--- src/ccr_pkg.sv ---
// Purpose: shared constants for the card command channel register window
// Assumes: byte-wide host port, two address lines decoded
// Notes: register offsets, status and command bit positions and byte and length reset values live here
package ccr_pkg;
    localparam logic [1:0] CCR_OFS_DATA = 2'h0;
    localparam logic [1:0] CCR_OFS_CTRL_STAT = 2'h1;
    localparam logic [1:0] CCR_OFS_LEN_LOW = 2'h2;
    localparam logic [1:0] CCR_OFS_LEN_HIGH = 2'h3;

    localparam int CCR_STAT_AVAIL_BIT = 7;
    localparam int CCR_STAT_FREE_BIT = 6;
    localparam int CCR_STAT_WERR_BIT = 1;
    localparam int CCR_STAT_RERR_BIT = 0;

    localparam int CCR_CMD_RESET_BIT = 3;
    localparam int CCR_CMD_SIZE_RD_BIT = 2;
    localparam int CCR_CMD_SIZE_WR_BIT = 1;
    localparam int CCR_CMD_HOST_CTL_BIT = 0;

    localparam int CCR_SYNC_W = 14;
    localparam logic [7:0] CCR_BYTE_ZERO = 8'h00;
    localparam logic [15:0] CCR_LEN_RESET = 16'h0000;
    localparam logic [15:0] CCR_CNT_ONE = 16'h0001;
    localparam logic [15:0] CCR_CNT_MAX = 16'hFFFF;

    typedef enum logic [1:0] {
        CCR_ST_RUN = 2'b01,
        CCR_ST_INIT = 2'b10
    } ccr_state_t;
endpackage
--- src/ccr_host_if.sv ---
// Purpose: synchronised host access events between pin sampler and register core
// Assumes: single clock domain after the sampler
// Notes: pulses are one cycle wide
`timescale 1ns/1ps
`default_nettype none
interface ccr_host_if;
    logic rd_pulse;
    logic wr_pulse;
    logic rd_active;
    logic [1:0] addr;
    logic [7:0] wdata;
    modport sampler (output rd_pulse, output wr_pulse, output rd_active,
        output addr, output wdata);
    modport core (input rd_pulse, input wr_pulse, input rd_active,
        input addr, input wdata);
endinterface
`default_nettype wire

--- src/ccr_cmd_channel.sv ---
// Purpose: card-side byte-wide command channel register window
// Assumes: card core supplies outgoing bytes by index and takes incoming bytes as pulses
// Notes: host strobes are asynchronous and pass the pin sampler first
`timescale 1ns/1ps
`default_nettype none
// Notes on behaviour
// - four byte registers, offset 0 data port
// - offset 1: status on read, control on write
// - 16-bit length, low at 2, high at 3
// - decode only the two lowest address lines
// - status bit 7: card has outgoing data
// - status bit 6: card can take block
// - free set when any reset cycle completes
// - status bits 5 to 2 read zero
// - bit 1 write length error, bit 0 read
// - control bits: reset, size read, size write, host
// - two channels share pins, selected by enable
// - reset command resets only this interface
// - write transfer: first byte busy, error till last
// - read transfer: first read clears available, error till last
// - length bytes accessible in either order
module ccr_cmd_channel
    import ccr_pkg::*;
(
    input wire logic mclk_in,
    input wire logic rst_in,
    input wire logic host_chan_sel_n_in,
    input wire logic host_io_space_n_in,
    input wire logic [1:0] host_addr_in,
    input wire logic host_rd_n_in,
    input wire logic host_wr_n_in,
    input wire logic [7:0] host_data_in,
    output logic [7:0] host_data_out,
    output logic host_data_oe_out,
    input wire logic card_avail_in,
    input wire logic [15:0] card_avail_len_in,
    input wire logic card_free_in,
    input wire logic [7:0] card_tx_byte_in,
    output logic [15:0] card_tx_index_out,
    output logic [7:0] card_rx_byte_out,
    output logic card_rx_valid_out,
    output logic [15:0] xfer_len_out,
    output logic host_control_cmd_out,
    output logic size_read_cmd_out,
    output logic size_write_cmd_out,
    output logic iface_reset_out
);
    ccr_host_if host ();

    ccr_pin_sync u_sync (
        .mclk_in(mclk_in),
        .rst_in(rst_in),
        .chan_sel_n_in(host_chan_sel_n_in),
        .io_space_n_in(host_io_space_n_in),
        .addr_in(host_addr_in),
        .rd_n_in(host_rd_n_in),
        .wr_n_in(host_wr_n_in),
        .data_in(host_data_in),
        .host(host)
    );

    ccr_state_t st_ff;
    ccr_state_t nxt_st;
    logic data_available_flag_ff;
    logic free_flag_ff;
    logic write_error_flag_ff;
    logic read_error_flag_ff;
    logic [15:0] len_ff;
    logic [15:0] wr_cnt_ff;
    logic [15:0] rd_cnt_ff;
    logic host_control_cmd_ff;
    logic size_read_cmd_ff;
    logic size_write_cmd_ff;
    logic iface_reset_ff;
    logic [7:0] rx_byte_ff;
    logic rx_valid_ff;
    logic [7:0] rdata_ff;
    logic oe_ff;

    logic nxt_avail;
    logic nxt_free;
    logic nxt_werr;
    logic nxt_rerr;
    logic [15:0] nxt_len;
    logic [15:0] nxt_wr_cnt;
    logic [15:0] nxt_rd_cnt;
    logic nxt_hc;
    logic nxt_sr;
    logic nxt_sw;
    logic nxt_ireset;
    logic [7:0] nxt_rx_byte;
    logic nxt_rx_valid;
    logic [7:0] nxt_rdata;
    logic nxt_oe;

    logic wr_data;
    logic wr_ctrl;
    logic wr_len_lo;
    logic wr_len_hi;
    logic rd_data;
    logic soft_reset;
    logic in_run;
    logic [15:0] wr_cnt_inc;
    logic [15:0] rd_cnt_inc;
    logic [7:0] status_byte;

    always_comb begin
        wr_data = host.wr_pulse && host.addr == CCR_OFS_DATA;
        wr_ctrl = host.wr_pulse && host.addr == CCR_OFS_CTRL_STAT;
        wr_len_lo = host.wr_pulse && host.addr == CCR_OFS_LEN_LOW;
        wr_len_hi = host.wr_pulse && host.addr == CCR_OFS_LEN_HIGH;
        rd_data = host.rd_pulse && host.addr == CCR_OFS_DATA;
        soft_reset = wr_ctrl && host.wdata[CCR_CMD_RESET_BIT];
        // host accesses landing in the one-cycle init state are dropped
        in_run = st_ff == CCR_ST_RUN;
        // counters saturate so a runaway host keeps the error flag up
        wr_cnt_inc = (wr_cnt_ff == CCR_CNT_MAX) ? wr_cnt_ff : wr_cnt_ff + CCR_CNT_ONE;
        rd_cnt_inc = (rd_cnt_ff == CCR_CNT_MAX) ? rd_cnt_ff : rd_cnt_ff + CCR_CNT_ONE;
        status_byte = CCR_BYTE_ZERO;
        status_byte[CCR_STAT_AVAIL_BIT] = data_available_flag_ff;
        status_byte[CCR_STAT_FREE_BIT] = free_flag_ff;
        status_byte[CCR_STAT_WERR_BIT] = write_error_flag_ff;
        status_byte[CCR_STAT_RERR_BIT] = read_error_flag_ff;
    end

    always_comb begin
        nxt_st = st_ff;
        nxt_avail = data_available_flag_ff;
        nxt_free = free_flag_ff;
        nxt_werr = write_error_flag_ff;
        nxt_rerr = read_error_flag_ff;
        nxt_len = len_ff;
        nxt_wr_cnt = wr_cnt_ff;
        nxt_rd_cnt = rd_cnt_ff;
        unique case (st_ff)
            CCR_ST_INIT: begin
                // one cycle after the clear, so free never rises with stale flags
                nxt_free = 1'b1;
                nxt_st = CCR_ST_RUN;
            end
            CCR_ST_RUN: begin
                if (soft_reset) begin
                    nxt_avail = 1'b0;
                    nxt_free = 1'b0;
                    nxt_werr = 1'b0;
                    nxt_rerr = 1'b0;
                    nxt_wr_cnt = CCR_LEN_RESET;
                    nxt_rd_cnt = CCR_LEN_RESET;
                    nxt_st = CCR_ST_INIT;
                end else begin
                    if (wr_len_lo) begin
                        nxt_len[7:0] = host.wdata;
                        nxt_wr_cnt = CCR_LEN_RESET;
                    end
                    if (wr_len_hi) begin
                        nxt_len[15:8] = host.wdata;
                        nxt_wr_cnt = CCR_LEN_RESET;
                    end
                    if (wr_data) begin
                        nxt_wr_cnt = wr_cnt_inc;
                        nxt_free = 1'b0;
                        // error stands until the count meets the length exactly
                        nxt_werr = (wr_cnt_inc != len_ff);
                    end
                    if (rd_data) begin
                        nxt_rd_cnt = rd_cnt_inc;
                        nxt_avail = 1'b0;
                        nxt_rerr = (rd_cnt_inc != len_ff);
                    end
                    // card events win over the host data-access clears in the same cycle
                    if (card_free_in) begin
                        nxt_free = 1'b1;
                    end
                end
            end
            default: begin
                nxt_st = CCR_ST_INIT;
            end
        endcase
        // a card block is never dropped, even in a soft reset or init cycle, or the card would stall
        if (card_avail_in) begin
            nxt_avail = 1'b1;
            nxt_len = card_avail_len_in;
            nxt_rd_cnt = CCR_LEN_RESET;
        end
    end

    always_comb begin
        unique case (host.addr)
            CCR_OFS_DATA: nxt_rdata = card_tx_byte_in;
            CCR_OFS_CTRL_STAT: nxt_rdata = status_byte;
            CCR_OFS_LEN_LOW: nxt_rdata = len_ff[7:0];
            CCR_OFS_LEN_HIGH: nxt_rdata = len_ff[15:8];
        endcase
        nxt_oe = host.rd_active;
    end

    // hardware reset enters the init state, so free rises one cycle after release
    always_ff @(posedge mclk_in or posedge rst_in) begin
        if (rst_in) begin
            st_ff <= CCR_ST_INIT;
            data_available_flag_ff <= 1'b0;
            free_flag_ff <= 1'b0;
            write_error_flag_ff <= 1'b0;
            read_error_flag_ff <= 1'b0;
            len_ff <= CCR_LEN_RESET;
            wr_cnt_ff <= CCR_LEN_RESET;
            rd_cnt_ff <= CCR_LEN_RESET;
        end else begin
            st_ff <= nxt_st;
            data_available_flag_ff <= nxt_avail;
            free_flag_ff <= nxt_free;
            write_error_flag_ff <= nxt_werr;
            read_error_flag_ff <= nxt_rerr;
            len_ff <= nxt_len;
            wr_cnt_ff <= nxt_wr_cnt;
            rd_cnt_ff <= nxt_rd_cnt;
        end
    end

    // command bits: a reset write clears them and loads none of its other bits
    always_comb begin
        nxt_hc = host_control_cmd_ff;
        nxt_sr = size_read_cmd_ff;
        nxt_sw = size_write_cmd_ff;
        nxt_ireset = 1'b0;
        if (in_run && soft_reset) begin
            nxt_hc = 1'b0;
            nxt_sr = 1'b0;
            nxt_sw = 1'b0;
            nxt_ireset = 1'b1;
        end else if (in_run && wr_ctrl) begin
            nxt_hc = host.wdata[CCR_CMD_HOST_CTL_BIT];
            nxt_sw = host.wdata[CCR_CMD_SIZE_WR_BIT];
            nxt_sr = host.wdata[CCR_CMD_SIZE_RD_BIT];
        end
    end

    always_ff @(posedge mclk_in or posedge rst_in) begin
        if (rst_in) begin
            host_control_cmd_ff <= 1'b0;
            size_read_cmd_ff <= 1'b0;
            size_write_cmd_ff <= 1'b0;
            iface_reset_ff <= 1'b0;
        end else begin
            host_control_cmd_ff <= nxt_hc;
            size_read_cmd_ff <= nxt_sr;
            size_write_cmd_ff <= nxt_sw;
            iface_reset_ff <= nxt_ireset;
        end
    end

    // the card sees each host data byte once, as a one-cycle pulse
    always_comb begin
        nxt_rx_byte = rx_byte_ff;
        nxt_rx_valid = 1'b0;
        if (in_run && wr_data) begin
            nxt_rx_byte = host.wdata;
            nxt_rx_valid = 1'b1;
        end
    end

    always_ff @(posedge mclk_in or posedge rst_in) begin
        if (rst_in) begin
            rx_byte_ff <= CCR_BYTE_ZERO;
            rx_valid_ff <= 1'b0;
        end else begin
            rx_byte_ff <= nxt_rx_byte;
            rx_valid_ff <= nxt_rx_valid;
        end
    end

    // read path registered on its own; drive follows only the synced strobe
    always_ff @(posedge mclk_in or posedge rst_in) begin
        if (rst_in) begin
            rdata_ff <= CCR_BYTE_ZERO;
            oe_ff <= 1'b0;
        end else begin
            rdata_ff <= nxt_rdata;
            oe_ff <= nxt_oe;
        end
    end

    assign host_data_out = rdata_ff;
    assign host_data_oe_out = oe_ff;
    assign card_tx_index_out = rd_cnt_ff;
    assign card_rx_byte_out = rx_byte_ff;
    assign card_rx_valid_out = rx_valid_ff;
    assign xfer_len_out = len_ff;
    assign host_control_cmd_out = host_control_cmd_ff;
    assign size_read_cmd_out = size_read_cmd_ff;
    assign size_write_cmd_out = size_write_cmd_ff;
    assign iface_reset_out = iface_reset_ff;
endmodule // ccr_cmd_channel
`default_nettype wire

--- src/ccr_pin_sync.sv ---
// Purpose: bring asynchronous host strobes, address and data into mclk domain
// Assumes: host holds address and data stable around the strobe end
// Notes: accesses are taken at the trailing edge of each strobe
`timescale 1ns/1ps
`default_nettype none
module ccr_pin_sync
    import ccr_pkg::*;
(
    input wire logic mclk_in,
    input wire logic rst_in,
    input wire logic chan_sel_n_in,
    input wire logic io_space_n_in,
    input wire logic [1:0] addr_in,
    input wire logic rd_n_in,
    input wire logic wr_n_in,
    input wire logic [7:0] data_in,
    ccr_host_if.sampler host
);
    logic [CCR_SYNC_W-1:0] meta_ff;
    logic [CCR_SYNC_W-1:0] sync_ff;
    logic rd_prev_ff;
    logic wr_prev_ff;
    logic [CCR_SYNC_W-1:0] nxt_meta;
    logic sel;
    logic rd_now;
    logic wr_now;

    always_comb begin
        nxt_meta = {chan_sel_n_in, io_space_n_in, rd_n_in, wr_n_in, addr_in, data_in};
        // this channel's enable and the I/O space line together select us; higher address bits never arrive
        sel = ~sync_ff[13] & ~sync_ff[12];
        rd_now = sel & ~sync_ff[11];
        wr_now = sel & ~sync_ff[10];
    end

    // strobes idle high, so reset to the inactive level
    always_ff @(posedge mclk_in or posedge rst_in) begin
        if (rst_in) begin
            meta_ff <= {4'hF, 2'h0, 8'h00};
            sync_ff <= {4'hF, 2'h0, 8'h00};
            rd_prev_ff <= 1'b0;
            wr_prev_ff <= 1'b0;
        end else begin
            meta_ff <= nxt_meta;
            sync_ff <= meta_ff;
            rd_prev_ff <= rd_now;
            wr_prev_ff <= wr_now;
        end
    end

    assign host.rd_active = rd_now;
    assign host.rd_pulse = rd_prev_ff & ~rd_now;
    assign host.wr_pulse = wr_prev_ff & ~wr_now;
    assign host.addr = sync_ff[9:8];
    assign host.wdata = sync_ff[7:0];
endmodule // ccr_pin_sync
`default_nettype wire

--- config.mk ---
export PLATFORM = sky130hd
export DESIGN_NAME = ccr_cmd_channel
export DESIGN_NICKNAME = d
export VERILOG_FILES = /design/src/ccr_pkg.sv /design/src/ccr_host_if.sv /design/src/ccr_cmd_channel.sv /design/src/ccr_pin_sync.sv
export SDC_FILE = /design/constraint.sdc
export NUM_CORES = 1
export LEC_CHECK = 0
export BUFFER_PORTS_ARGS = -buffer_cell sky130_fd_sc_hd__buf_2
export CAP_MARGIN = 5
export CORE_ASPECT_RATIO = 1.75
export CORE_MARGIN = 4
export CORE_UTILIZATION = 51
export DETAILED_ROUTE_END_ITERATION = 8
export HOLD_SLACK_MARGIN = 0.15
export PLACE_DENSITY = 0.77
export SLEW_MARGIN = 20
export SYNTH_ARGS = -nofsm -noshare
export SYNTH_HDL_FRONTEND = slang
export SYNTH_HIERARCHICAL = 1
export SYNTH_SLANG_ARGS = --single-unit
--- constraint.sdc ---
create_clock -name mclk_in -period 2.42 [get_ports mclk_in]
set_clock_uncertainty 0.15 [all_clocks]
set_input_delay 0.363 -clock mclk_in [delete_from_list [all_inputs] [get_ports mclk_in]]
set_output_delay 0.363 -clock mclk_in [all_outputs]
set_load 0.01 [all_outputs]
Word-level counts from Yosys, hierarchy flattened
Cells that the tools add are included.
{"block": "totals", "ff_bits": 105, "word_cells": 109, "output_inout_bits": 54, "in_bits": 42}
{"block": "classes", "eq_ne": 12, "mux": 38, "bitwise": 11, "n_reduce_logical": 26, "addsub": 2}
{"cell": "$mux W16", "count": 13}
{"cell": "$add A16 B1 Y16 const B", "count": 2}
{"cell": "$eq A16 B16 Y1 const B", "count": 2}
{"cell": "$ne A16 B16 Y1", "count": 2}
{"cell": "$pmux W8 S4", "count": 1}
{"cell": "$mux W1", "count": 19}
{"cell": "$mux W8", "count": 2}
{"cell": "$reduce_bool A2 Y1", "count": 7}
{"cell": "$reduce_and A2 Y1", "count": 5}
{"cell": "$logic_and A1 B1 Y1", "count": 9}
{"cell": "$eq A2 B2 Y1 const B", "count": 3}
{"cell": "$not A1 Y1", "count": 6}
{"cell": "$reduce_and A3 Y1", "count": 2}
{"cell": "$and A1 B1 Y1", "count": 5}
{"cell": "$eq A2 B1 Y1 const B", "count": 2}
{"cell": "$ne A2 B2 Y1 const B", "count": 2}
{"cell": "$ne A4 B4 Y1 const B", "count": 1}
{"cell": "$pmux W2 S2", "count": 1}
{"cell": "$reduce_bool A4 Y1", "count": 1}
{"cell": "$reduce_bool A3 Y1", "count": 1}
{"cell": "$logic_not A2 Y1", "count": 1}
{"cell": "$mux W2", "count": 1}
{"cell": "$pmux W1 S2", "count": 1}

Depth between registers and ports, before layout
Gate-level depths: netlist of the first run.
{"block": "depth", "word_depth": 10, "mapped_depth": 10, "ltp_nobuf": 9}

Modules after synthesis
The synthesis of the first run kept the hierarchy.
{"module": "ccr_cmd_channel", "area_each_um2": 4689.5, "instances": 1, "cells_per_inst": 537, "seq_area_each_um2": 1903.1}
{"module": "ccr_pin_sync", "area_each_um2": 867.1, "instances": 1, "cells_per_inst": 45, "seq_area_each_um2": 760.7}

Least setup slack after synthesis of the first run
OpenSTA, ideal clock, no wires.
{"block": "synth_timing", "kind": "register -> register", "startpoint": "register rd_cnt_ff[0] (netlist: card_tx_index_out[0])", "endpoint": "register read_error_flag_ff", "required_time_ns": 2.139, "path_stages_with_launch": 9, "slack_ns": -0.287, "setup_time_ns": 0.131, "synth_period_minus_slack_ns": 2.707, "t_arrival_ns": 2.425, "path_buffers": 0, "path_cell_list": "dfrtp_1 > ha_1 > nand3_2 > or4_4 > a211oi_2 > a31oi_1 > or4_1 > nor3_1 > a31oi_1"}
{"block": "synth_via", "elab_chain_len": 5, "elab_cells_between_ends": 6, "classes_between": "add/sub (1); eq/ne (2); mux (3)"}
{"element": "from (decl)", "line": "ccr_cmd_channel.sv:70", "rtl": "logic [15:0] rd_cnt_ff;"}
{"element": "from (signal assigned)", "line": "ccr_cmd_channel.sv:217", "rtl": "rd_cnt_ff <= nxt_rd_cnt;"}
{"element": "$add A16 B1 Y16 / $eq A16 B16 Y1 (equally long branches)", "line": "ccr_cmd_channel.sv:118", "rtl": "rd_cnt_inc = (rd_cnt_ff == CCR_CNT_MAX) ? rd_cnt_ff : rd_cnt_ff + CCR_CNT_ONE;"}
{"element": "$mux W16 (*)", "line": "ccr_cmd_channel.sv:118"}
{"element": "$ne A16 B16 Y1 (*)", "line": "ccr_cmd_channel.sv:168", "rtl": "nxt_rerr = (rd_cnt_inc != len_ff);"}
{"element": "$mux W1 (*)", "line": "ccr_cmd_channel.sv:165", "rtl": "if (rd_data) begin"}
{"element": "$mux W1 (*)", "line": "ccr_cmd_channel.sv:142", "rtl": "if (soft_reset) begin"}
{"element": "to (signal assigned)", "line": "ccr_cmd_channel.sv:214", "rtl": "read_error_flag_ff <= nxt_rerr;"}
{"element": "to (decl)", "line": "ccr_cmd_channel.sv:67", "rtl": "logic read_error_flag_ff;"}
Every way passes the cells marked *; elsewhere a longest branch is shown, timed or not. The select of a mux whose other input is x is not followed.
A chain may end at the register's enable or synchronous reset.

Worst setup path in the final report of the first run
{"block": "layout_timing", "startpoint": "register wr_cnt_ff[1]", "endpoint": "register write_error_flag_ff"}
{"block": "layout_via", "elab_chain_len": 5, "elab_cells_between_ends": 6, "classes_between": "add/sub (1); eq/ne (2); mux (3)"}
{"element": "from (decl)", "line": "ccr_cmd_channel.sv:69", "rtl": "logic [15:0] wr_cnt_ff;"}
{"element": "from (signal assigned)", "line": "ccr_cmd_channel.sv:216", "rtl": "wr_cnt_ff <= nxt_wr_cnt;"}
{"element": "$add A16 B1 Y16 / $eq A16 B16 Y1 (equally long branches)", "line": "ccr_cmd_channel.sv:117", "rtl": "wr_cnt_inc = (wr_cnt_ff == CCR_CNT_MAX) ? wr_cnt_ff : wr_cnt_ff + CCR_CNT_ONE;"}
{"element": "$mux W16 (*)", "line": "ccr_cmd_channel.sv:117"}
{"element": "$ne A16 B16 Y1 (*)", "line": "ccr_cmd_channel.sv:163", "rtl": "nxt_werr = (wr_cnt_inc != len_ff);"}
{"element": "$mux W1 (*)", "line": "ccr_cmd_channel.sv:159", "rtl": "if (wr_data) begin"}
{"element": "$mux W1 (*)", "line": "ccr_cmd_channel.sv:142"}
{"element": "to (signal assigned)", "line": "ccr_cmd_channel.sv:213", "rtl": "write_error_flag_ff <= nxt_werr;"}
{"element": "to (decl)", "line": "ccr_cmd_channel.sv:66", "rtl": "logic write_error_flag_ff;"}
Marks and branches as above.

==> out/metrics.yaml, run 1 <==
outcome:
  outcome: "finished, violations left"
  violations: "setup timing"
synthesis:
  synthDistinctLibCells: 57
  synth-simple-area-share_pct: 18.8
  synth_area_leader_cell: "dfrtp_1"
  synthMuxAreaShare_pct: 6.60
  yosys-top-cells-area: "dfrtp_1 (44%), nand2_1 (5.3%), o21ai_0 (5.0%)"
  synth_xor_area_share_pct: 6.46
  ys_warn_count: 6
  async_flop_share_pct: 100
  synth-seq-area-share_pct: 47.9
  synth_top_family_by_area: "simple AND/OR/NAND/NOR gates"
  synth_fp_nets: 628
  synth_compound_area_share_pct: 14.4
  netlist_instances: 582
  syn_area_sq_mm: 0.00556
  syn_avg_cell_area_sq_um: 9.55
  synth_edf_count: 0
  synth_top_area_share_pct: 43.7
  synthAdderAreaFrac_pct: 0.901
  synth_top_flop_cell: "dfrtp_1"
  yosys_register_bits: 106
routing:
  dr_total_vias: 5526
  dr.max_layer_used: "met4"
  wl_met3_microns: 1320
  wl_per_cell_microns: 20.5
  firstDrtPassIters: 5
  drc_errors: 0
  viasPerCell: 6.09
  drt-total-wl_microns: 18600
  wl_met2_microns: 9570
  drt_iter0_markers: 470
  wl_met1_microns: 6300
  ant_nets: 0
setup_path:
  end_kind: "flip-flop"
  slowest_delay_ps: 360
  reg2reg_slack_ps: -40
  reg2reg_depth: 9
  critical_path.top_delay_family: "simple AND/OR/NAND/NOR gates"
  cp.required_ps: 2490
  critPathArrivalTime_ps: 2530
  crit_type: "flip-flop to flip-flop"
  path_cells: "ha_2 > and4_4 > nand4_1 > buf_4 > nand4_1 > xor2_1 > nor2_1 > nor3_2 > a31oi_1"
  crit_slowest_cell: "dfrtp_1"
  worst_path_most_repeated_cell: "nand4_1"
  startpoint_type: "flip-flop"
  r2r-start: "wr_cnt_ff[1]$_DFFE_PP0P_"
  r2r_end: "write_error_flag_ff$_DFFE_PP0P_"
  cp_num_buf_inv: 1
  crit_fanout: 7
pwr:
  switchingPower_mw: 1.32
  leakage_nw: 3.60
  power.share.sequential_pct: 46.8
  p_comb_share_pct: 18.7
  p_sw_share_pct: 29.4
  vdd_drop_max_uv: 603
  power_mw: 4.47
  internal_power_mw: 3.16
  pwr_density_cell_mw_per_mm2: 598
  clockPowerShare_pct: 34.5
clock_tree:
  clock_path_buffers: 2
  worstSkewPairLatency_ps: 350
  clkTransAtPathRegs_ps: 80
  clockRootBuffer: "clkbuf_16"
  htree_levels: 3
  cts_sinks: 106
  cts_tree: "done"
  cts_buffers: 9
place:
  placed_cell_area_sq_mm: 0.00668
  post-place-ws_ps: -84.4
  io_buffers: 95
  place_congestion: 0.920
  dp_hpwl_microns: 12600
  dp_cells: 853
sta:
  min_period_ps: 2460
  setup_tns_ps: -44.6
  rsz0062_at_grt: "true"
  finalSetupViolCount: 1
  finalCritPeriodShare_pct: 102
  finalHoldViolations: 0
  maxSlewViolCount: 0
  worst_pin_slew_ps: 890
  slew_headroom_pct: 40.6
  hold_ws_ps: 184
  max_freq_mhz: 406
  fin_ws_ps: -44.6
min_path:
  min_delay_path_depth: 3
  worstHoldStart: "card_avail_len_in[3]"
  hold_end: "xfer_len_out[3]$_DFFE_PP0P_"
  min_path_type: "input port to flip-flop"
job:
  drv_cap: 0
die:
  core_region_area_sq_mm: 0.0107
  die_h_microns: 146
  rows: 50
  io_pins: 96
  die_width_microns: 86.9
  die-area_sq_mm: 0.0127
  initial_core_util_pct: 51.9
layout:
  syn2layout_area_growth_pct: 34.6
  fillers: 750
  final_util_pct: 69.9
  diodes: 0
  drive_above_1_share_pct: 32.3
  finish.instance_area_sq_mm: 0.00748
  ff_latch_area_sq_mm: 0.00267
  nets: 819
  stdcell_count: 908
  multi_input_area_sq_mm: 0.00274
global_routing:
  grtUsageTotal_pct: 29.7
  overflow: 0
  grt_pass1_vias: 5763
  grt_pass1_wl_microns: 29400
  grt_max_degree: 39
  antenna_found_initial: 0
==> power by group through the flow <==
stage | Sequential (mW) | Clock, mW | Combinational, mW
after global routing | 2.11 | 1.62 | 0.906
final | 2.09 | 1.54 | 0.838
after global placement | 2.11 | 0 | 0.727
after floorplan | 2.11 | 0 | 0.412
after CTS | 2.08 | 1.56 | 0.807
after detailed placement | 2.11 | 0 | 0.755
==> worst register-to-register path, cell delays in order (launching register included) <==
cell and delay [ps]:
dfrtp_1 360, ha_2 200, and4_4 240, nand4_1 270, buf_4 270, nand4_1 170, xor2_1 170, nor2_1 80
nor3_2 280, a31oi_1 140
==> kinds of logic (layout without fill, tap and decap cells) <==
kind of cell               Yosys count  after routing
AOI/OAI and AO/OA                  133            133
xor gates and xnor gates            41             41
adders and majority gates            4              4
buffers and inverters               58            254
DFF                                106            106
muxes                               31             31
and+or+nand+nor                    209            209
==> worst max path at each step <==
stage	start	end	slack [ps]	depth (start not counted)
floorplan	card_tx_index_out[0]$_DFFE_PP0P_	read_error_flag_ff$_DFFE_PP0P_	-190	8
global placement	card_tx_index_out[0]$_DFFE_PP0P_	read_error_flag_ff$_DFFE_PP0P_	-10	8
detailed placement	card_tx_index_out[0]$_DFFE_PP0P_	read_error_flag_ff$_DFFE_PP0P_	-80	9
CTS	card_tx_index_out[0]$_DFFE_PP0P_	read_error_flag_ff$_DFFE_PP0P_	0.2	8
global route	wr_cnt_ff[1]$_DFFE_PP0P_	write_error_flag_ff$_DFFE_PP0P_	-100	9
finish	wr_cnt_ff[1]$_DFFE_PP0P_	write_error_flag_ff$_DFFE_PP0P_	-40	9
==> state kept, by name, indices dropped and copies added, names as in the netlist, 2 cells and up <==
register           flops
card_rx_byte_out       8
u_sync/sync_ff        14
u_sync/meta_ff        14
xfer_len_out          16
st_ff                  2
host_data_out          8
card_tx_index_out     16
wr_cnt_ff             16
==> what timing repair did <==
item | 4_1_cts | 5_1_grt
gates resized for setup | 2 | 21
hold buffers | 34 | 0
buffers inserted | 1 | 4
endpoints found under the setup margin | 2 | 2
endpoints found under the hold margin | 88 | 0
pin swaps | 2 | 9
gates cloned | 0 | 0
==> Yosys cell counts, types with 3 or more instances <==
library cell  count
a21oi_1          29
a22o_1            6
a31oi_1          11
and2_1            3
and3_1            8
and4_1            9
buf_2             4
buf_4            12
clkbuf_1         24
dfrtp_1          97
dfstp_2           9
ha_1              4
inv_1            15
mux2_2            5
mux2i_1          22
mux4_2            4
nand2_1          79
nand2b_1          9
nand3_1          18
nand3b_1          3
nand4_1          12
nor2_1           34
nor2b_1           4
nor3_1           10
nor4_1           10
o21ai_0          55
o22ai_1           4
o31ai_1           5
xnor2_1          23
xor2_1           18
==> routing by layer <==
layer  up-vias  track usage, %
li1       2438               -
met1      2678            33.2
met2       309            50.2
met3       101            5.48
met4         0            19.6
met5         -               0
==> layout by cell type, fill, tap and decap left out, types with 3 or more instances in the layout <==
master,instances
nor3_1,7
buf_4,92
mux2i_1,19
nor4_2,5
mux2_2,5
and2_1,3
dfrtp_1,95
nand3_1,17
mux2i_2,3
a22o_1,6
nor4_1,4
o31ai_1,5
inv_1,14
and4_1,8
o21ai_0,53
o22ai_1,4
buf_2,95
clkbuf_16,9
nand3b_1,3
nor2b_1,3
nand4_1,12
a31oi_1,10
xnor2_1,23
dfstp_2,9
a21oi_1,28
mux4_2,4
dlygate4sd3_1,34
and3_1,7
xor2_1,18
nand2b_1,9
nor2_1,34
nand2_1,79
nor3_2,3
==> area by class of cell <==
class,count,share of cell area [%]
Clock inverter,6,1.12
Clock buffer,10,3.06
Multi-Input combinational cell,418,36.6
Timing Repair Buffer,223,20.6
Sequential cell,106,35.7
Inverter,15,0.803
Tap cell,130,2.18
(Power assumes the default switching activity.)
==> inputs of run 2 (changes only) <==
--- a/config.mk
+++ b/config.mk
@@ -12,7 +12,7 @@
 export CORE_UTILIZATION = 51
 export DETAILED_ROUTE_END_ITERATION = 8
 export HOLD_SLACK_MARGIN = 0.15
-export PLACE_DENSITY = 0.77
+export PLACE_DENSITY = 0.87
 export SLEW_MARGIN = 20
 export SYNTH_ARGS = -nofsm -noshare
 export SYNTH_HDL_FRONTEND = slang
==> out/metrics.yaml, run 2 (synthesis results as in run 1) <==
outcome:
  outcome: "finished, violations left"
  violations: "setup timing"
die:
  die_h_microns: 146
  core_region_area_sq_mm: 0.0107
  die-area_sq_mm: 0.0127
  die_width_microns: 86.9
  initial_core_util_pct: 51.9
  rows: 50
  io_pins: 96
sta:
  rsz0062_at_grt: "true"
  finalSetupViolCount: 2
  min_period_ps: 2620
  slew_headroom_pct: 50.7
  maxSlewViolCount: 0
  fin_ws_ps: -203
  finalHoldViolations: 0
  max_freq_mhz: 381
  worst_pin_slew_ps: 737
  finalCritPeriodShare_pct: 108
  setup_tns_ps: -224
setup_path:
  r2r_end: "write_error_flag_ff$_DFFE_PP0P_"
  r2r-start: "wr_cnt_ff[0]$_DFFE_PP0P_"
  critPathArrivalTime_ps: 2700
  reg2reg_slack_ps: -200
  crit_end: "write_error_flag_ff$_DFFE_PP0P_"
  end_kind: "flip-flop"
  crit_start: "wr_cnt_ff[0]$_DFFE_PP0P_"
  reg2reg_depth: 11
  startpoint_type: "flip-flop"
  crit_type: "flip-flop to flip-flop"
  crit_fanout: 3
  cp.required_ps: 2500
clock_tree:
  htree_levels: 3
  cts_tree: "done"
  clkTransAtPathRegs_ps: 80
  worstSkewPairLatency_ps: 360
  clockRootBuffer: "clkbuf_16"
  cts_buffers: 9
  clock_path_buffers: 2
  cts_sinks: 106
min_path:
  min_delay_path_depth: 2
  min_path_type: "input port to flip-flop"
pwr:
  internal_power_mw: 3.20
  pwr_density_cell_mw_per_mm2: 604
  p_sw_share_pct: 30.0
  vdd_drop_max_uv: 689
  clockPowerShare_pct: 34.8
  leakage_nw: 3.65
  switchingPower_mw: 1.37
  p_comb_share_pct: 19.1
  power.share.sequential_pct: 46.0
  power_mw: 4.57
routing:
  drc_errors: 0
  viasPerCell: 6.26
  firstDrtPassIters: 8
  ant_nets: 0
  dr_total_vias: 5735
  drt_iter0_markers: 643
  drt-total-wl_microns: 19600
  wl_per_cell_microns: 21.4
global_routing:
  grt_pass1_vias: 5888
  antenna_found_initial: 1
  grt_max_degree: 33
  grt_pass1_wl_microns: 30300
  overflow: 0
  grtUsageTotal_pct: 31.0
place:
  place_congestion: 1.00
  post-place-ws_ps: -72.9
  io_buffers: 95
  dp_cells: 857
  dp_hpwl_microns: 13000
layout:
  drive_above_1_share_pct: 32.6
  fillers: 738
  multi_input_area_sq_mm: 0.00276
  syn2layout_area_growth_pct: 36.1
  nets: 826
  final_util_pct: 70.7
  final_common_cell: "buf_4"
  stdcell_count: 916
  ff_latch_area_sq_mm: 0.00267
  mostFrequentLayoutCells: "buf_4 (98), dfrtp_1 (95), buf_2 (95)"
job:
  drv_cap: 0
## run 2: cell types whose count changed in the layout (fill, tap and decap cells not counted), sizes merged
cell,previous run,this run
diode,0,1
buf,189,194
dlygate4sd3,34,36
## run 2: metal layers
| metal | routed length (microns) | track usage, % | vias to the layer above | share of wire [%] |
|---|---|---|---|---|
| met5 | 0 | 0 | - | 0 |
| met4 | 1450 | 20.7 | 0 | 7.4 |
| met3 | 1570 | 6.78 | 123 | 8.0 |
| met2 | 10200 | 53.5 | 395 | 52 |
| met1 | 6440 | 32.9 | 2765 | 33 |
| li1 | - | - | 2452 | - |
## run 2: worst min-delay path by stage
stage / startpoint / end / slack, ps
global placement: u_sync/meta_ff[5]$_DFF_PP0_ / u_sync/sync_ff[5]$_DFF_PP0_ / 180
global route: card_tx_byte_in[0] / host_data_out[0]$_DFF_PP0_ / 200
detailed placement: u_sync/meta_ff[0]$_DFF_PP0_ / u_sync/sync_ff[0]$_DFF_PP0_ / 190
CTS: card_tx_byte_in[0] / host_data_out[0]$_DFF_PP0_ / 200
finish: card_tx_byte_in[0] / host_data_out[0]$_DFF_PP0_ / 190
floorplan: u_sync/meta_ff[0]$_DFF_PP0_ / u_sync/sync_ff[0]$_DFF_PP0_ / 180
## run 2: power groups by stage
stage	registers, mW	logic (mW)	clock network (mW)
floorplan	2.11	0.412	0
global placement	2.10	0.713	0
detailed placement	2.11	0.746	0
CTS	2.08	0.806	1.58
global route	2.11	0.941	1.66
finish	2.10	0.873	1.59
## run 2: repair_timing
action	CTS	global route
setup buffers	0	6
pin swaps	5	10
endpoints found under the hold margin	71	0
endpoints found under the setup margin	2	2
hold buffers	36	0
gates resized for setup	6	19
## run 2: cell type report
| cell class | instances | area share [%] |
|---|---|---|
| clock buffer | 10 | 3.16 |
| inverter | 15 | 0.794 |
| clock inverter | 6 | 1.11 |
| tap | 130 | 2.15 |
| multi-input combinational | 418 | 36.4 |
| antenna | 1 | 0.0331 |
| timing repair buffer | 230 | 21.0 |
| sequential | 106 | 35.3 |
## run 2: critical path, cell delays in order (launching register included)
cell and delay [ps]:
dfrtp_1 420, ha_4 180, nand4_1 130, buf_4 150, nor4_2 50, buf_4 150, a311oi_2 250, a31oi_1 110
a311o_1 370, nor4_2 280, buf_4 170, a31oi_4 80
## run 2: stage by stage
stage	hold slack (ps)	cell area (sq um)
final	191	7560
after global placement	182	6710
after detailed placement	186	6710
after global routing	196	7560
after CTS	196	7430
after floorplan	181	5580
==> inputs of run 3 (changes only) <==
--- a/config.mk
+++ b/config.mk
@@ -9,10 +9,11 @@
 export CAP_MARGIN = 5
 export CORE_ASPECT_RATIO = 1.75
 export CORE_MARGIN = 4
-export CORE_UTILIZATION = 51
+export CORE_UTILIZATION = 52
+export CTS_CLUSTER_SIZE = 16
 export DETAILED_ROUTE_END_ITERATION = 8
 export HOLD_SLACK_MARGIN = 0.15
-export PLACE_DENSITY = 0.87
+export PLACE_DENSITY = 0.85
 export SLEW_MARGIN = 20
 export SYNTH_ARGS = -nofsm -noshare
 export SYNTH_HDL_FRONTEND = slang
==> constraint.sdc (replaced) <==
create_clock -name mclk_in -period 2.9 [get_ports mclk_in]
set_clock_uncertainty 0.15 [all_clocks]
set_input_delay 0.435 -clock mclk_in [delete_from_list [all_inputs] [get_ports mclk_in]]
set_output_delay 0.435 -clock mclk_in [all_outputs]
set_load 0.01 [all_outputs]
==> out/metrics.yaml, run 3 (synthesis results as in run 1) <==
place:
  io_buffers: 95
  dp_hpwl_microns: 11900
  post-place-ws_ps: 142
  place_congestion: 0.974
global_routing:
  grt_pass1_vias: 5119
  overflow: 0
  antenna_found_initial: 0
  grt_max_degree: 58
  grtUsageTotal_pct: 27.7
  grt_pass1_wl_microns: 26500
sta:
  finalHoldViolations: 0
  rsz0062_at_grt: "false"
  hold_ws_ps: 151
  min_period_ps: 2680
  fin_ws_ps: 217
  slew_headroom_pct: 33.0
  worst_pin_slew_ps: 1000
  finalSetupViolCount: 0
  maxSlewViolCount: 0
  setup_tns_ps: 0
  max_freq_mhz: 373
  finalCritPeriodShare_pct: 92.5
setup_path:
  critical_path.top_delay_family: "simple AND/OR/NAND/NOR gates"
  slowest_delay_ps: 440
  reg2reg_slack_ps: 220
  cp.required_ps: 2970
  startpoint_type: "flip-flop"
  path_cells: "ha_1 > and4_1 > nand4_1 > nand2_1 > nor4_2 > xnor2_1 > nor4_1 > a31oi_1"
  cp_num_buf_inv: 0
  crit_type: "flip-flop to flip-flop"
  crit_fanout: 11
  critPathArrivalTime_ps: 2750
  end_kind: "flip-flop"
  crit_slowest_cell: "dfrtp_1"
pwr:
  pwr_density_cell_mw_per_mm2: 551
  vdd_drop_max_uv: 463
  leakage_nw: 3.22
  power_mw: 3.73
layout:
  fillers: 774
  syn2layout_area_growth_pct: 21.9
  final_common_cell: "dfrtp_1"
  drive_above_1_share_pct: 23.3
  diodes: 0
  nets: 742
  mostFrequentLayoutCells: "dfrtp_1 (97), buf_2 (95), nand2_1 (79)"
clock_tree:
  clock_path_buffers: 2
  cts_setup_buffers: 0
  worstSkewPairLatency_ps: 360
  clockRootBuffer: "clkbuf_16"
  cts_sinks: 106
  clkTransAtPathRegs_ps: 80
  htree_levels: 3
  cts_buffers: 9
  cts_tree: "done"
routing:
  drt-total-wl_microns: 17000
  ant_nets: 0
  drt_iter0_markers: 428
  drc_errors: 0
  dr_total_vias: 5169
  firstDrtPassIters: 7
  viasPerCell: 6.24
  wl_per_cell_microns: 20.6
die:
  die_h_microns: 145
  core_region_area_sq_mm: 0.0104
  initial_core_util_pct: 53.6
  rows: 49
  die_width_microns: 86.1
  io_pins: 96
  die-area_sq_mm: 0.0125
job:
  drv_cap: 0
min_path:
  min_path_type: "input port to flip-flop"
outcome:
  outcome: "finished, final reports clean"
run 3: worst paths after layout:
path | end | depth (start not counted) | start
max | write_error_flag_ff$_DFFE_PP0P_ | 8 | wr_cnt_ff[0]$_DFFE_PP0P_
min | xfer_len_out[8]$_DFFE_PP0P_ | 3 | card_avail_len_in[8]
max reg2reg | write_error_flag_ff$_DFFE_PP0P_ | 8 | wr_cnt_ff[0]$_DFFE_PP0P_
min reg2reg | u_sync/sync_ff[2]$_DFF_PP0_ | 0 | u_sync/meta_ff[2]$_DFF_PP0_
max in group asynchronous | u_sync/meta_ff[13]$_DFF_PP1_ | 4 | rst_in
min in group asynchronous | host_data_out[0]$_DFF_PP0_ | 3 | rst_in
run 3: timing repair:
action | in CTS | in global routing
hold buffers | 23 | 1
endpoints found under the hold margin | 41 | 1
gates resized for setup | 0 | 1
endpoints found under the setup margin | 0 | 1
run 3: final cells by class:
class	instances	area, sq um	area share (%)
multi-input cells	418	2630	38.8
inverters	15	56.3	0.831
repair buffers	146	931	13.7
flip-flops and latches	106	2660	39.3
clock buffers	9	225	3.33
well taps	127	159	2.35
clock inverters	7	108	1.59
run 3: worst reg2reg max path, delay by kind of cell (launching register included):
| kind | cells | cell delay, ps |
|---|---|---|
| AND/OR/NAND/NOR | 5 | 1450 |
| flip-flops | 1 | 440 |
| adder cells (fa/ha/maj) | 1 | 250 |
| AO/OA/AOI/OAI | 1 | 150 |
| XOR/XNOR | 1 | 120 |
run 3: per-layer routing:
metal / GRT usage, % / up-vias / share of wire [%]
li1: - / 2285 / -
met1: 30.2 / 2508 / 35
met2: 48.8 / 303 / 52
met3: 5.95 / 73 / 7.6
met4: 16.2 / 0 / 5.2
met5: 0 / - / 0
run 3: per-stage QoR:
step | area, sq um | instances | utilization, %
after floorplan | 5560 | 582 | -
after global placement | 6190 | 788 | 59.8
after detailed placement | 6190 | 788 | 59.8
after CTS | 6760 | 827 | 65.2
after global routing | 6770 | 828 | 65.4
final | 6770 | 828 | 65.4
run 3: power breakdown:
part           switching (mW)  internal, mW
Clock                   0.649         0.704
Sequential              0.147          1.62
Combinational           0.331         0.285
Total                    1.13          2.61
